===== src/design/asr_pkg.sv =====
// Package with register map, field layout and timing constants of the status/threshold bank.
package asr_pkg;
  // Register indexes; byte address is four times the index.
  localparam logic [5:0] IDX_POS_THR = 6'h10;
  localparam logic [5:0] IDX_NEG_THR = 6'h12;
  localparam logic [5:0] IDX_STATUS = 6'h14;
  localparam logic [5:0] IDX_TICK = 6'h15;
  localparam logic [5:0] IDX_DRIFT = 6'h16;
  localparam logic [5:0] IDX_RSVD_A = 6'h1C;
  localparam logic [5:0] IDX_RSVD_B = 6'h1D;
  localparam logic [5:0] IDX_CTRL = 6'h20;
  // Control register fields.
  localparam int CTRL_LOCK_BIT = 0;
  localparam int CTRL_MODE_LSB = 1;
  // Status register bit positions.
  localparam int ST_IDE = 6;
  localparam int ST_MODULATOR_OVERRANGE = 5;
  localparam int ST_INIT = 4;
  localparam int ST_MISO = 3;
  localparam int ST_ZERO = 2;
  localparam int ST_DRIFT = 1;
  localparam int ST_RESET = 0;
  // Reset values.
  localparam logic [7:0] THR_RST = 8'h00;
  localparam logic [7:0] TICK_RST = 8'h00;
  localparam logic [7:0] DRIFT_RST = 8'h00;
  localparam logic [7:0] STATUS_RST = 8'h11;
  localparam logic [2:0] CRC_SEED = 3'h7;
  // Timing: one tick every 128 us at a 25 ns clock period.
  localparam int CLK_PERIOD_NS = 25;
  localparam int TICK_PERIOD_NS = 128000;
  localparam int TICK_CYC = TICK_PERIOD_NS / CLK_PERIOD_NS;
  // Arming modes as seen by the arming logic.
  typedef enum logic [1:0] {
    ARM_OFF = 2'h0,
    ARM_MODE_A = 2'h1,
    ARM_MODE_B = 2'h2,
    ARM_MODE_C = 2'h3
  } asr_arm_mode_t;
endpackage


===== src/design/asr_regs.sv =====
// Arming threshold, device status, tick counter and drift correction register bank on APB.
//
// Our own choice: the APB slave port.
`timescale 1ns/1ps
// Behaviour
// - Threshold writes ignored once init lock set.
// - Both thresholds covered by writable CRC.
// - Thresholds are independent unsigned 8-bit values.
// - Zero threshold disables only that polarity.
// - Both zero disables arming and output pin.
// - Status read-only; reads clear transient flags.
// - Status bit 7 meaningless; reads zero.
// - Internal error flag set on faults, read-cleared.
// - Writable CRC fault re-asserts until reset.
// - Modulator overrange flag set, read-cleared.
// - Init flag held until init completes.
// - Serial output mismatch flag, read-cleared.
// - Drift limit flag set, read-cleared.
// - Reset flag set during init, read-cleared.
// - Read-only free-running 8-bit tick counter.
// - Drift correction register returns latest step.
// - Shadow array 3-bit CRC, seed 111.
// - Writable CRC runs only while locked.
module asr_regs #(
  parameter int OTP_W = 24,
  parameter int unsigned TICK_CYCLES = asr_pkg::TICK_CYC
) (
  // APB clock and reset.
  input wire logic pclk,
  input wire logic presetn,
  // APB slave.
  input wire logic psel,
  input wire logic penable,
  input wire logic pwrite,
  input wire logic [7:0] paddr,
  input wire logic [31:0] pwdata,
  output logic [31:0] prdata,
  output logic pready,
  output logic pslverr,
  // Device events.
  input wire logic init_done,
  input wire logic modulator_sat,
  input wire logic miso_mismatch,
  input wire logic drift_limit,
  input wire logic other_fault,
  input wire logic [7:0] drift_corr_in,
  // Shadow array and its stored check value.
  input wire logic [OTP_W-1:0] otp_shadow,
  input wire logic [2:0] otp_crc,
  // Arming configuration outputs.
  output logic [7:0] pos_threshold,
  output logic [7:0] neg_threshold,
  output logic pos_cmp_en,
  output logic neg_cmp_en,
  output logic arm_pin_en,
  output logic [1:0] arm_mode
);
  localparam int WR_W = 18;

  logic [31:0] prdata_ff;
  logic pready_ff;
  logic pslverr_ff;
  logic [7:0] pos_ff;
  logic [7:0] neg_ff;
  logic lock_ff;
  logic chk_en_ff;
  logic [1:0] mode_ff;
  logic [7:0] status_ff;
  logic [7:0] nxt_status;
  logic [12:0] pre_ff;
  logic [7:0] tick_ff;
  logic [7:0] drift_ff;
  logic [2:0] crc_ref_ff;
  logic wr_err_ff;
  logic fuse_err_ff;
  logic pos_en_ff;
  logic neg_en_ff;
  logic arm_en_ff;
  logic [1:0] arm_mode_ff;
  logic [5:0] idx;
  logic aligned;
  logic setup;
  logic wr_done;
  logic rd_done;
  logic [31:0] rd_mux;
  logic mapped;
  logic [WR_W-1:0] wr_data;
  logic [2:0] wr_crc;

  // Serial CRC with g(x) = x^3 + x + 1 over the low len bits, LSB first.
  function automatic logic [2:0] crc3(input logic [31:0] d, input int len);
    logic [2:0] c;
    logic fb;
    c = asr_pkg::CRC_SEED;
    for (int i = 0; i < 32; i++) begin
      if (i < len) begin
        fb = c[2] ^ d[i];
        c = {c[1], c[0] ^ fb, fb};
      end
    end
    return c;
  endfunction

  // Address decode and transfer qualification.
  assign idx = paddr[7:2];
  assign aligned = (paddr[1:0] == 2'h0);
  assign setup = psel & ~penable;
  assign wr_done = psel & penable & pready_ff & pwrite;
  assign rd_done = psel & penable & pready_ff & ~pwrite;

  // Read multiplexer; bits above the register width read zero.
  always_comb begin
    rd_mux = 32'h0000_0000;
    mapped = aligned;
    case (idx)
      asr_pkg::IDX_POS_THR: rd_mux[7:0] = pos_ff;
      asr_pkg::IDX_NEG_THR: rd_mux[7:0] = neg_ff;
      asr_pkg::IDX_STATUS: rd_mux[7:0] = status_ff;
      asr_pkg::IDX_TICK: rd_mux[7:0] = tick_ff;
      asr_pkg::IDX_DRIFT: rd_mux[7:0] = drift_ff;
      asr_pkg::IDX_RSVD_A: rd_mux[7:0] = 8'h00;
      asr_pkg::IDX_RSVD_B: rd_mux[7:0] = 8'h00;
      asr_pkg::IDX_CTRL: rd_mux[2:0] = {mode_ff, lock_ff};
      default: mapped = 1'b0;
    endcase
  end

  // APB answer: data and ready are prepared in the setup cycle, no wait states.
  always_ff @(posedge pclk or negedge presetn) begin
    if (!presetn) begin
      prdata_ff <= 32'h0000_0000;
      pready_ff <= 1'b0;
      pslverr_ff <= 1'b0;
    end else begin
      pready_ff <= setup;
      pslverr_ff <= setup & ~mapped;
      if (setup & ~pwrite) begin
        prdata_ff <= mapped ? rd_mux : 32'h0000_0000;
      end
    end
  end

  // Thresholds and control are writable only before the lock is set.
  always_ff @(posedge pclk or negedge presetn) begin
    if (!presetn) begin
      pos_ff <= asr_pkg::THR_RST;
      neg_ff <= asr_pkg::THR_RST;
      mode_ff <= 2'h0;
      lock_ff <= 1'b0;
    end else if (wr_done & aligned & ~lock_ff) begin
      if (idx == asr_pkg::IDX_POS_THR) begin
        pos_ff <= pwdata[7:0];
      end
      if (idx == asr_pkg::IDX_NEG_THR) begin
        neg_ff <= pwdata[7:0];
      end
      if (idx == asr_pkg::IDX_CTRL) begin
        mode_ff <= pwdata[asr_pkg::CTRL_MODE_LSB +: 2];
        lock_ff <= pwdata[asr_pkg::CTRL_LOCK_BIT];
      end
    end
  end

  // Writable array check: reference follows the data until one cycle after locking.
  assign wr_data = {mode_ff, neg_ff, pos_ff};
  assign wr_crc = crc3(32'(wr_data), WR_W);
  always_ff @(posedge pclk or negedge presetn) begin
    if (!presetn) begin
      chk_en_ff <= 1'b0;
      crc_ref_ff <= asr_pkg::CRC_SEED;
      wr_err_ff <= 1'b0;
    end else begin
      chk_en_ff <= lock_ff;
      if (!chk_en_ff) begin
        crc_ref_ff <= wr_crc;
      end
      // The fault is sticky until reset so the flag keeps coming back.
      if (chk_en_ff && wr_crc != crc_ref_ff) begin
        wr_err_ff <= 1'b1;
      end
    end
  end

  // Shadow array check runs continuously, so a fault returns after every reset.
  always_ff @(posedge pclk or negedge presetn) begin
    if (!presetn) begin
      fuse_err_ff <= 1'b0;
    end else begin
      fuse_err_ff <= (crc3(32'(otp_shadow), OTP_W) != otp_crc);
    end
  end

  // Status flags: a read clears only the bits it returned, and a set wins over the clear.
  always_comb begin
    nxt_status = status_ff;
    if (rd_done && aligned && idx == asr_pkg::IDX_STATUS) begin
      nxt_status = status_ff & ~prdata_ff[7:0];
    end
    nxt_status[asr_pkg::ST_INIT] = status_ff[asr_pkg::ST_INIT] & ~init_done;
    if (other_fault | fuse_err_ff | wr_err_ff) begin
      nxt_status[asr_pkg::ST_IDE] = 1'b1;
    end
    if (modulator_sat) begin
      nxt_status[asr_pkg::ST_MODULATOR_OVERRANGE] = 1'b1;
    end
    if (miso_mismatch) begin
      nxt_status[asr_pkg::ST_MISO] = 1'b1;
    end
    if (drift_limit) begin
      nxt_status[asr_pkg::ST_DRIFT] = 1'b1;
    end
    if (status_ff[asr_pkg::ST_INIT]) begin
      nxt_status[asr_pkg::ST_RESET] = 1'b1;
    end
    nxt_status[7] = 1'b0;
    nxt_status[asr_pkg::ST_ZERO] = 1'b0;
  end

  // Reset raises the init and reset-occurred flags.
  always_ff @(posedge pclk or negedge presetn) begin
    if (!presetn) begin
      status_ff <= asr_pkg::STATUS_RST;
    end else begin
      status_ff <= nxt_status;
    end
  end

  // Free-running prescaler and tick counter.
  always_ff @(posedge pclk or negedge presetn) begin
    if (!presetn) begin
      pre_ff <= 13'h0000;
      tick_ff <= asr_pkg::TICK_RST;
    end else if (pre_ff == 13'(TICK_CYCLES - 1)) begin
      pre_ff <= 13'h0000;
      tick_ff <= tick_ff + 8'h01;
    end else begin
      pre_ff <= pre_ff + 13'h0001;
    end
  end

  // Latest offset correction step.
  always_ff @(posedge pclk or negedge presetn) begin
    if (!presetn) begin
      drift_ff <= asr_pkg::DRIFT_RST;
    end else begin
      drift_ff <= drift_corr_in;
    end
  end

  // Arming enables: a zero threshold turns its polarity off, both zero turn arming off.
  always_ff @(posedge pclk or negedge presetn) begin
    if (!presetn) begin
      pos_en_ff <= 1'b0;
      neg_en_ff <= 1'b0;
      arm_en_ff <= 1'b0;
      arm_mode_ff <= asr_pkg::ARM_OFF;
    end else begin
      pos_en_ff <= (pos_ff != 8'h00);
      neg_en_ff <= (neg_ff != 8'h00);
      arm_en_ff <= (pos_ff != 8'h00) | (neg_ff != 8'h00);
      if (pos_ff == 8'h00 && neg_ff == 8'h00) begin
        arm_mode_ff <= asr_pkg::ARM_OFF;
      end else begin
        arm_mode_ff <= mode_ff;
      end
    end
  end

  // Outputs straight from flip-flops.
  assign prdata = prdata_ff;
  assign pready = pready_ff;
  assign pslverr = pslverr_ff;
  assign pos_threshold = pos_ff;
  assign neg_threshold = neg_ff;
  assign pos_cmp_en = pos_en_ff;
  assign neg_cmp_en = neg_en_ff;
  assign arm_pin_en = arm_en_ff;
  assign arm_mode = arm_mode_ff;
endmodule


===== config.mk =====
export PLATFORM = sky130hd
export DESIGN_NAME = asr_regs
export DESIGN_NICKNAME = d
export VERILOG_FILES = /design/src/design/asr_pkg.sv /design/src/design/asr_regs.sv
export SDC_FILE = /design/constraint.sdc
export NUM_CORES = 1
export LEC_CHECK = 0
export BUFFER_PORTS_ARGS = -buffer_cell sky130_fd_sc_hd__buf_2
export CAP_MARGIN = 20
export CORE_ASPECT_RATIO = 0.8
export CORE_UTILIZATION = 50
export DETAILED_ROUTE_END_ITERATION = 16
export PLACE_DENSITY = 0.9
export RECOVER_POWER = 100
export REMOVE_ABC_BUFFERS = 1
export SETUP_SLACK_MARGIN = 0.3
export SYNTH_ARGS = -nofsm -noshare
export SYNTH_HDL_FRONTEND = slang
export SYNTH_SLANG_ARGS = --single-unit

===== constraint.sdc =====
create_clock -name pclk -period 5.1 [get_ports pclk]
set_input_delay 0.51 -clock pclk [delete_from_list [all_inputs] [get_ports pclk]]
set_output_delay 0.51 -clock pclk [all_outputs]
set_load 0.01 [all_outputs]

==> impl_results.md, run 1 <==
- Ranking of synthesized cells by area: dfrtp_1 43%, xnor2_1 9.3%, mux2_2 5.3%
- Skew-Pair Late Insertion Delay: 350 ps
- Synth top area share: 43.34%
- Status: completed
- Logic pwr share: 13.7%
- Post-Synth Simple-Gate Area: 12.63%
- Setup TNS: 0 ps
- Final hold violation count: 0
- Die H: 82.41 um
- Clock Sinks: 75
- Vias in the first global route: 2968
- Area added between synthesis and finish: 17.12%
- Num CTS Buffers: 9
- Largest family of logic cells by synthesized area: XOR/XNOR gates
- Startpoint Class: input port
- Crit path arrival time: 3000 ps
- GRT overflow: 0
- Antenna viol nets, final: 0
- Clock root cell: clkbuf_8
- EDFF count, synth: 0
- Sw Share: 22.70%
- Routed vias/inst: 5.484
- Mapped Cells: 357
- Post-Route WL: 9080 um
- Commonest non-fill, non-tap cell in the layout: dfrtp_1
- CTS max path bufs: 2
- Io pins: 140
- Num rows: 28
- Post-Synth XOR/XNOR Area: 17.65%
- Period Utilization, post-route: a little over half
- Largest net degree at the start of global routing: 76
- Internal Power: 1.092 mW
- Fmax: 360.8 MHz
- Layout cell share with drive strength beyond 1: 22.22%
- Skew final: 13.39 ps
- Yosys warnings: 0
- Hold_buf cts: 0
- Power per cell area: 298.4 mW/mm2
- Pwr Total: between 1 and 1.5 mW
- CTS clk-pin slew, worst paths: about 80 ps
- Hold Path Class: input port to flip-flop
- Mux cell area share after synthesis: 7.276%
- Data required time of the worst path: 5330 ps
- Avg Cell Area, Syn: 11.32 um2
- Largest area contributor in the netlist: dfrtp_1
- CP endpoint kind: flip-flop
- H-tree depth: 3
- Slew Limit Fails: 0
- Hpwl dp: 6624 um
- Vias: around 3100
- Area of the core: 0.007602 mm2
- Starting density of the core: 53.16%
- 1st-iter DRT viols: 225
- First-pass GRT wire length: 14450 um
- Main synth FF type: dfrtp_1
- Pin slew with the least headroom to its limit: 935.1 ps
- Routability Congestion: 0.8221
- Crit-path max FO: 13
- Flop pwr share: around 43%
- Post_cts resized: 0
- CTS tree: done
- Leakage power: approximately 2.2 nW
- Max-Cap Viols: 0
- Share of synthesized flip-flops with an asynchronous set or reset: 100.0%
- Synth Area in Adders: 0.9288%
- Peak VDD IR: 0.1963 mV
- Sw Pwr: 0.3206 mW
- # nets final: 542
- Post-CTS setup repair buffer count: 0
- Commonest cells after routing, fill and taps aside: 70 x dfrtp_1, 58 x buf_2, 43 x xnor2_1
- # diodes: 0
- Total Routing Usage GR: between 20% and 30%
- Relative slew slack: 37.66%
- Compound-gate portion of the synthesized area: 8.885%
- Yosys cell types: 49
- Die footprint: 0.008448 mm2
- Drt first pass iters: 4
- DRC viols: 0
- Final Critical Period: 2771 ps
- Register area share after synthesis: 46.59%
- Port bufs: 91
- Initial antenna violation count: 0
- Kind of critical path: input port to flip-flop
- Yosys reg bits: 75
- Post-Syn Area: 0.004041 mm2
- DR WL/cell: 16.10 um
- # setup viols final: 0
- Die width: 102.5 um
- Unrepaired setup endpoints after global routing: false
- Clk pwr share: 43.0%
[synthesized netlist by cell type (all sizes together), types with 5 or more instances]
library cell	n
nand4	5
o21ai	15
mux2i	8
nor2b	7
and2	5
buf	29
a22o	10
nor2	23
a21oi	8
dfstp	5
nand2	17
inv	8
a21o	5
a22oi	7
xnor2	43
nand3	9
mux2	19
and3	7
dfrtp	70
xor2	14
xnor3	8
[stage by stage]
step	instance area [um2]	worst slack [ps]	cells	hold WS [ps]	utilization (%)
2_1_floorplan	3918	2859	349	214.4	-
3_3_place_gp	4527	2691	548	414.7	59.55
3_5_place_dp	4527	2594	548	416.9	59.55
4_1_cts	4793	2847	564	255.2	63.05
5_1_grt	4733	2239	564	249.1	62.26
6_report	4733	2329	564	266.6	62.26
[final cells by class]
class	count	area (um2)
clock buffers	11	141.4
multi-input cells	266	1993
clock inverters	5	125.1
inverters	8	30.03
fillers	626	2869
repair buffers	94	429.2
well taps	105	131.4
flip-flops and latches	75	1883
[worst paths after layout]
kind	start	slack, ps	cells after the start	endpoint
worst min-delay path	drift_corr_in[1]	270	1	drift_ff[1]
worst max register to register	pre_ff[0]	2570	8	tick_ff[5]
max in group asynchronous	presetn	4110	2	pre_ff[8]
worst max-delay path	paddr[3]	2330	6	neg_threshold[4]
worst min register to register	lock_ff	440	0	chk_en_ff
min in group asynchronous	presetn	370	2	pre_ff[1]
[layer usage]
layer,track usage (%),share of wire (%)
met1,29.13,41
met2,38.47,50
met3,6.481,7.6
met4,5.714,1.5
met5,0,0
[power groups by stage]
stage                     combinational [mW]  clock [mW]  sequential (mW)
after global placement                 0.188           0            0.621
after global routing                   0.213       0.642            0.611
after CTS                              0.197       0.614            0.610
final                                  0.194       0.608            0.610
after detailed placement               0.195           0            0.622
after floorplan                        0.133           0            0.622
[kinds of logic after synthesis]
family	after synthesis
buffers and inverters	39
AO/OA/AOI/OAI	52
multiplexers	27
AND/OR/NAND/NOR	94
adder cells (fa/ha/maj)	3
flip-flops	75
other	1
XOR/XNOR	66
[flip-flops by register name, indices dropped and copies added (netlist names), 2 cells and up]
register and count:
pre_ff 13, drift_ff 8, neg_threshold 8, pos_threshold 8, prdata 8, tick_ff 8
status_ff 6, crc_ref_ff 3, arm_mode 2, mode_ff 2
[critical path, cell delays in order]
cell      delay, ps
clkbuf_1        570
nor2b_1         330
and3_1          450
inv_1            80
nor2_1          640
mux2_2          420
No activity file was read; power rests on OpenSTA's default activity.
==> run 2: changes to the inputs <==
==> constraint.sdc (replaced) <==
create_clock -name pclk -period 2.8 [get_ports pclk]
set_input_delay 0.28 -clock pclk [delete_from_list [all_inputs] [get_ports pclk]]
set_output_delay 0.28 -clock pclk [all_outputs]
set_load 0.01 [all_outputs]
==> run 2 against run 1 <==
Against the previous run:
- the run now ends with max-capacitance violations, max-slew violations left
- hold slack worse by 240 ps
- die area unchanged
- sequential power rose by 82%
- critical endpoint is now neg_threshold[0]
==> impl_results.md, run 2 (synthesis results as in run 1) <==
- Slew Limit Fails: 38 (was 0)
- Flop pwr share: 43.0% (was 43.2%)
- Startpoint Class: input port (unchanged)
- Post-DP Area: 0.004547 mm2 (was 0.004527 mm2)
- H-tree depth: 3 (unchanged)
- Port bufs: 91 (unchanged)
- Fmax: 417.1 MHz
- # diodes: 0 (unchanged)
- DR WL/cell: 15.51 um (was 16.10 um)
- Unrepaired setup endpoints after global routing: false (unchanged)
- Setup WS post-layout: 402.8 ps (was 2329 ps)
- Data required time of the worst path: 3040 ps (was 5330 ps)
- Post-CTS setup repair buffer count: 0 (unchanged)
- Critical-path cell list: clkbuf_1 -> nor2b_1 -> and3_1 -> inv_1 -> nor2_1 -> mux2_2 (unchanged)
- Skew final: 11.09 ps (was 13.39 ps)
- Post_cts resized: 0 (unchanged)
- Pre-CTS WS: 570.4 ps (was 2594 ps)
- First-pass GRT wire length: 14190 um (was 14450 um)
- Max FFs per register: 13 (unchanged)
- DRC viols: 0 (unchanged)
- Leakage power: 2.239 nW (was 2.231 nW)
- Status: finished with violations (was completed)
- Sw Share: 22.98% (was 22.70%)
- Max-Cap Viols: 1 (was 0)
- Hold_buf cts: 0 (unchanged)
- CTS clk-pin slew, worst paths: 80 ps (about the same)
- 1st-iter DRT viols: 151 (was 225)
- Bufs and invs on worst path: 2 (unchanged)
- Io pins: 140 (unchanged)
- CP endpoint kind: flip-flop (unchanged)
- Total Routing Usage GR: 22.45% (was 22.82%)
- Logic pwr share: 13.9% (was 13.7%)
- Layout cell share with drive strength beyond 1: 22.17% (was 22.22%)
- Hold Path Class: input port to flip-flop (unchanged)
- Routed vias/inst: 5.301 (was 5.484)
- Commonest non-fill, non-tap cell in the layout: dfrtp_1 (unchanged)
- Clock root cell: clkbuf_8 (unchanged)
- Power per cell area: 543.2 mW/mm2 (was 298.4 mW/mm2)
- Post-Route WL: 8764 um (was 9080 um)
- Hpwl dp: 6579 um (was 6624 um)
- Crit-path max FO: 13 (unchanged)
- Failing checks: max-capacitance violations, max-slew violations
- Skew-Pair Late Insertion Delay: 350 ps (about the same)
- Starting density of the core: 53.16% (unchanged)
- Internal Power: 1.991 mW (was 1.092 mW)
- Placed Cells: 549 (was 548)
- Top Family by Delay on Critical Path: simple AND/OR/NAND/NOR gates (unchanged)
- Setup TNS: 0 ps (unchanged)
- Die H: 82.41 um (unchanged)
- Clk pwr share: 43.1% (was 43.0%)
- Worst Reg-to-Reg Cells: 8 (unchanged)
- Commonest cells after routing, fill and taps aside: 70 x dfrtp_1, 57 x buf_2, 43 x xnor2_1 (was 70 x dfrtp_1, 58 x buf_2, 43 x xnor2_1)
- Vias: 2995 (was 3093)
- Num rows: 28 (unchanged)
- Final Critical Period: between 2000 and 2500 ps
- Crit path arrival time: 2630 ps (was 3000 ps)
- Area added between synthesis and finish: 17.74% (was 17.12%)
- Final instance area: 0.004758 mm2 (was 0.004733 mm2)
- # setup viols final: 0 (unchanged)
- Sw Pwr: 0.5939 mW (was 0.3206 mW)
- Hold Path Stages: 1 (unchanged)
- Initial antenna violation count: 0 (unchanged)
- Die width: 102.5 um (unchanged)
- # nets final: 543 (was 542)
- Vias in the first global route: 2975 (was 2968)
- Routability Congestion: 0.8420 (was 0.8221)
- Area of the core: 0.007602 mm2 (unchanged)
- Fin util: 62.59% (was 62.26%)
- GRT overflow: 0 (unchanged)
- Pin slew with the least headroom to its limit: 2057 ps (was 935.1 ps)
- Non-filler instance count after layout: 565 (was 564)
- Die footprint: 0.008448 mm2 (unchanged)
- Reg with most FFs: pre_ff (unchanged)
- Num CTS Buffers: 9 (unchanged)
- Peak VDD IR: 0.3084 mV (was 0.1963 mV)
- CP peak stage delay: 590 ps (was 640 ps)
- Largest net degree at the start of global routing: 39 (was 76)
- Final hold violation count: 0 (unchanged)
- CTS max path bufs: 2 (unchanged)
- Clock Sinks: 75 (unchanged)
- Kind of critical path: input port to flip-flop (unchanged)
- Relative slew slack: -37.12% (was 37.66%)
- Slowest-stage cell, CP: nor2_1 (unchanged)
- Period Utilization, post-route: between 80% and 90%
- Antenna viol nets, final: 0 (unchanged)
- CTS tree: done (unchanged)
- Worst path depth: 6 (unchanged)
- Drt first pass iters: 4 (unchanged)
[run 2: power groups by stage]
stage / logic [mW] / registers (mW) / clock network, mW
after floorplan: 0.242 / 1.13 / 0
after global placement: 0.344 / 1.13 / 0
after detailed placement: 0.363 / 1.13 / 0
after CTS: 0.366 / 1.11 / 1.12
after global routing: 0.394 / 1.11 / 1.17
final: 0.359 / 1.11 / 1.11
[run 2: final timing paths]
check | from | to | slack [ps]
min in group asynchronous | presetn | drift_ff[1] | 510
worst min-delay path | drift_corr_in[7] | drift_ff[7] | 30
max in group asynchronous | presetn | tick_ff[6] | 1110
worst max register to register | pre_ff[0] | tick_ff[6] | 590
worst max-delay path | paddr[3] | neg_threshold[0] | 400
worst min register to register | fuse_err_ff | status_ff[6] | 440
[run 2: area by class of cell]
type,count,area (um2)
fillers,628,2844
repair buffers,95,447.9
clock buffers,10,137.6
multi-input cells,266,1992
well taps,105,131.4
clock inverters,6,136.4
flip-flops and latches,75,1883
inverters,8,30.03
[run 2: metrics by stage]
stage | hold slack [ps] | total power [mW]
after floorplan | -15.59 | 1.374
after global placement | 388.5 | 1.476
after detailed placement | 389.8 | 1.495
after CTS | 17.57 | 2.601
after global routing | 23.84 | 2.673
final | 27.26 | 2.585
[run 2: metal layers]
metal  routed length [um]  vias to the layer above  GRT usage [%]
li1                     -                     1391              -
met1                 3779                     1447          29.15
met2                 4074                      137          35.93
met3                  686                       20          4.966
met4                  224                        0          10.86
met5                    0                        -              0
[run 2: worst register-to-register path: stages (launching register included)]
cell and delay (ps):
dfrtp_1 410, ha_1 240, and2_0 170, nand4_1 220
nor4b_1 300, buf_4 250, and4_1 260, nand3_1 110
xnor2_1 140
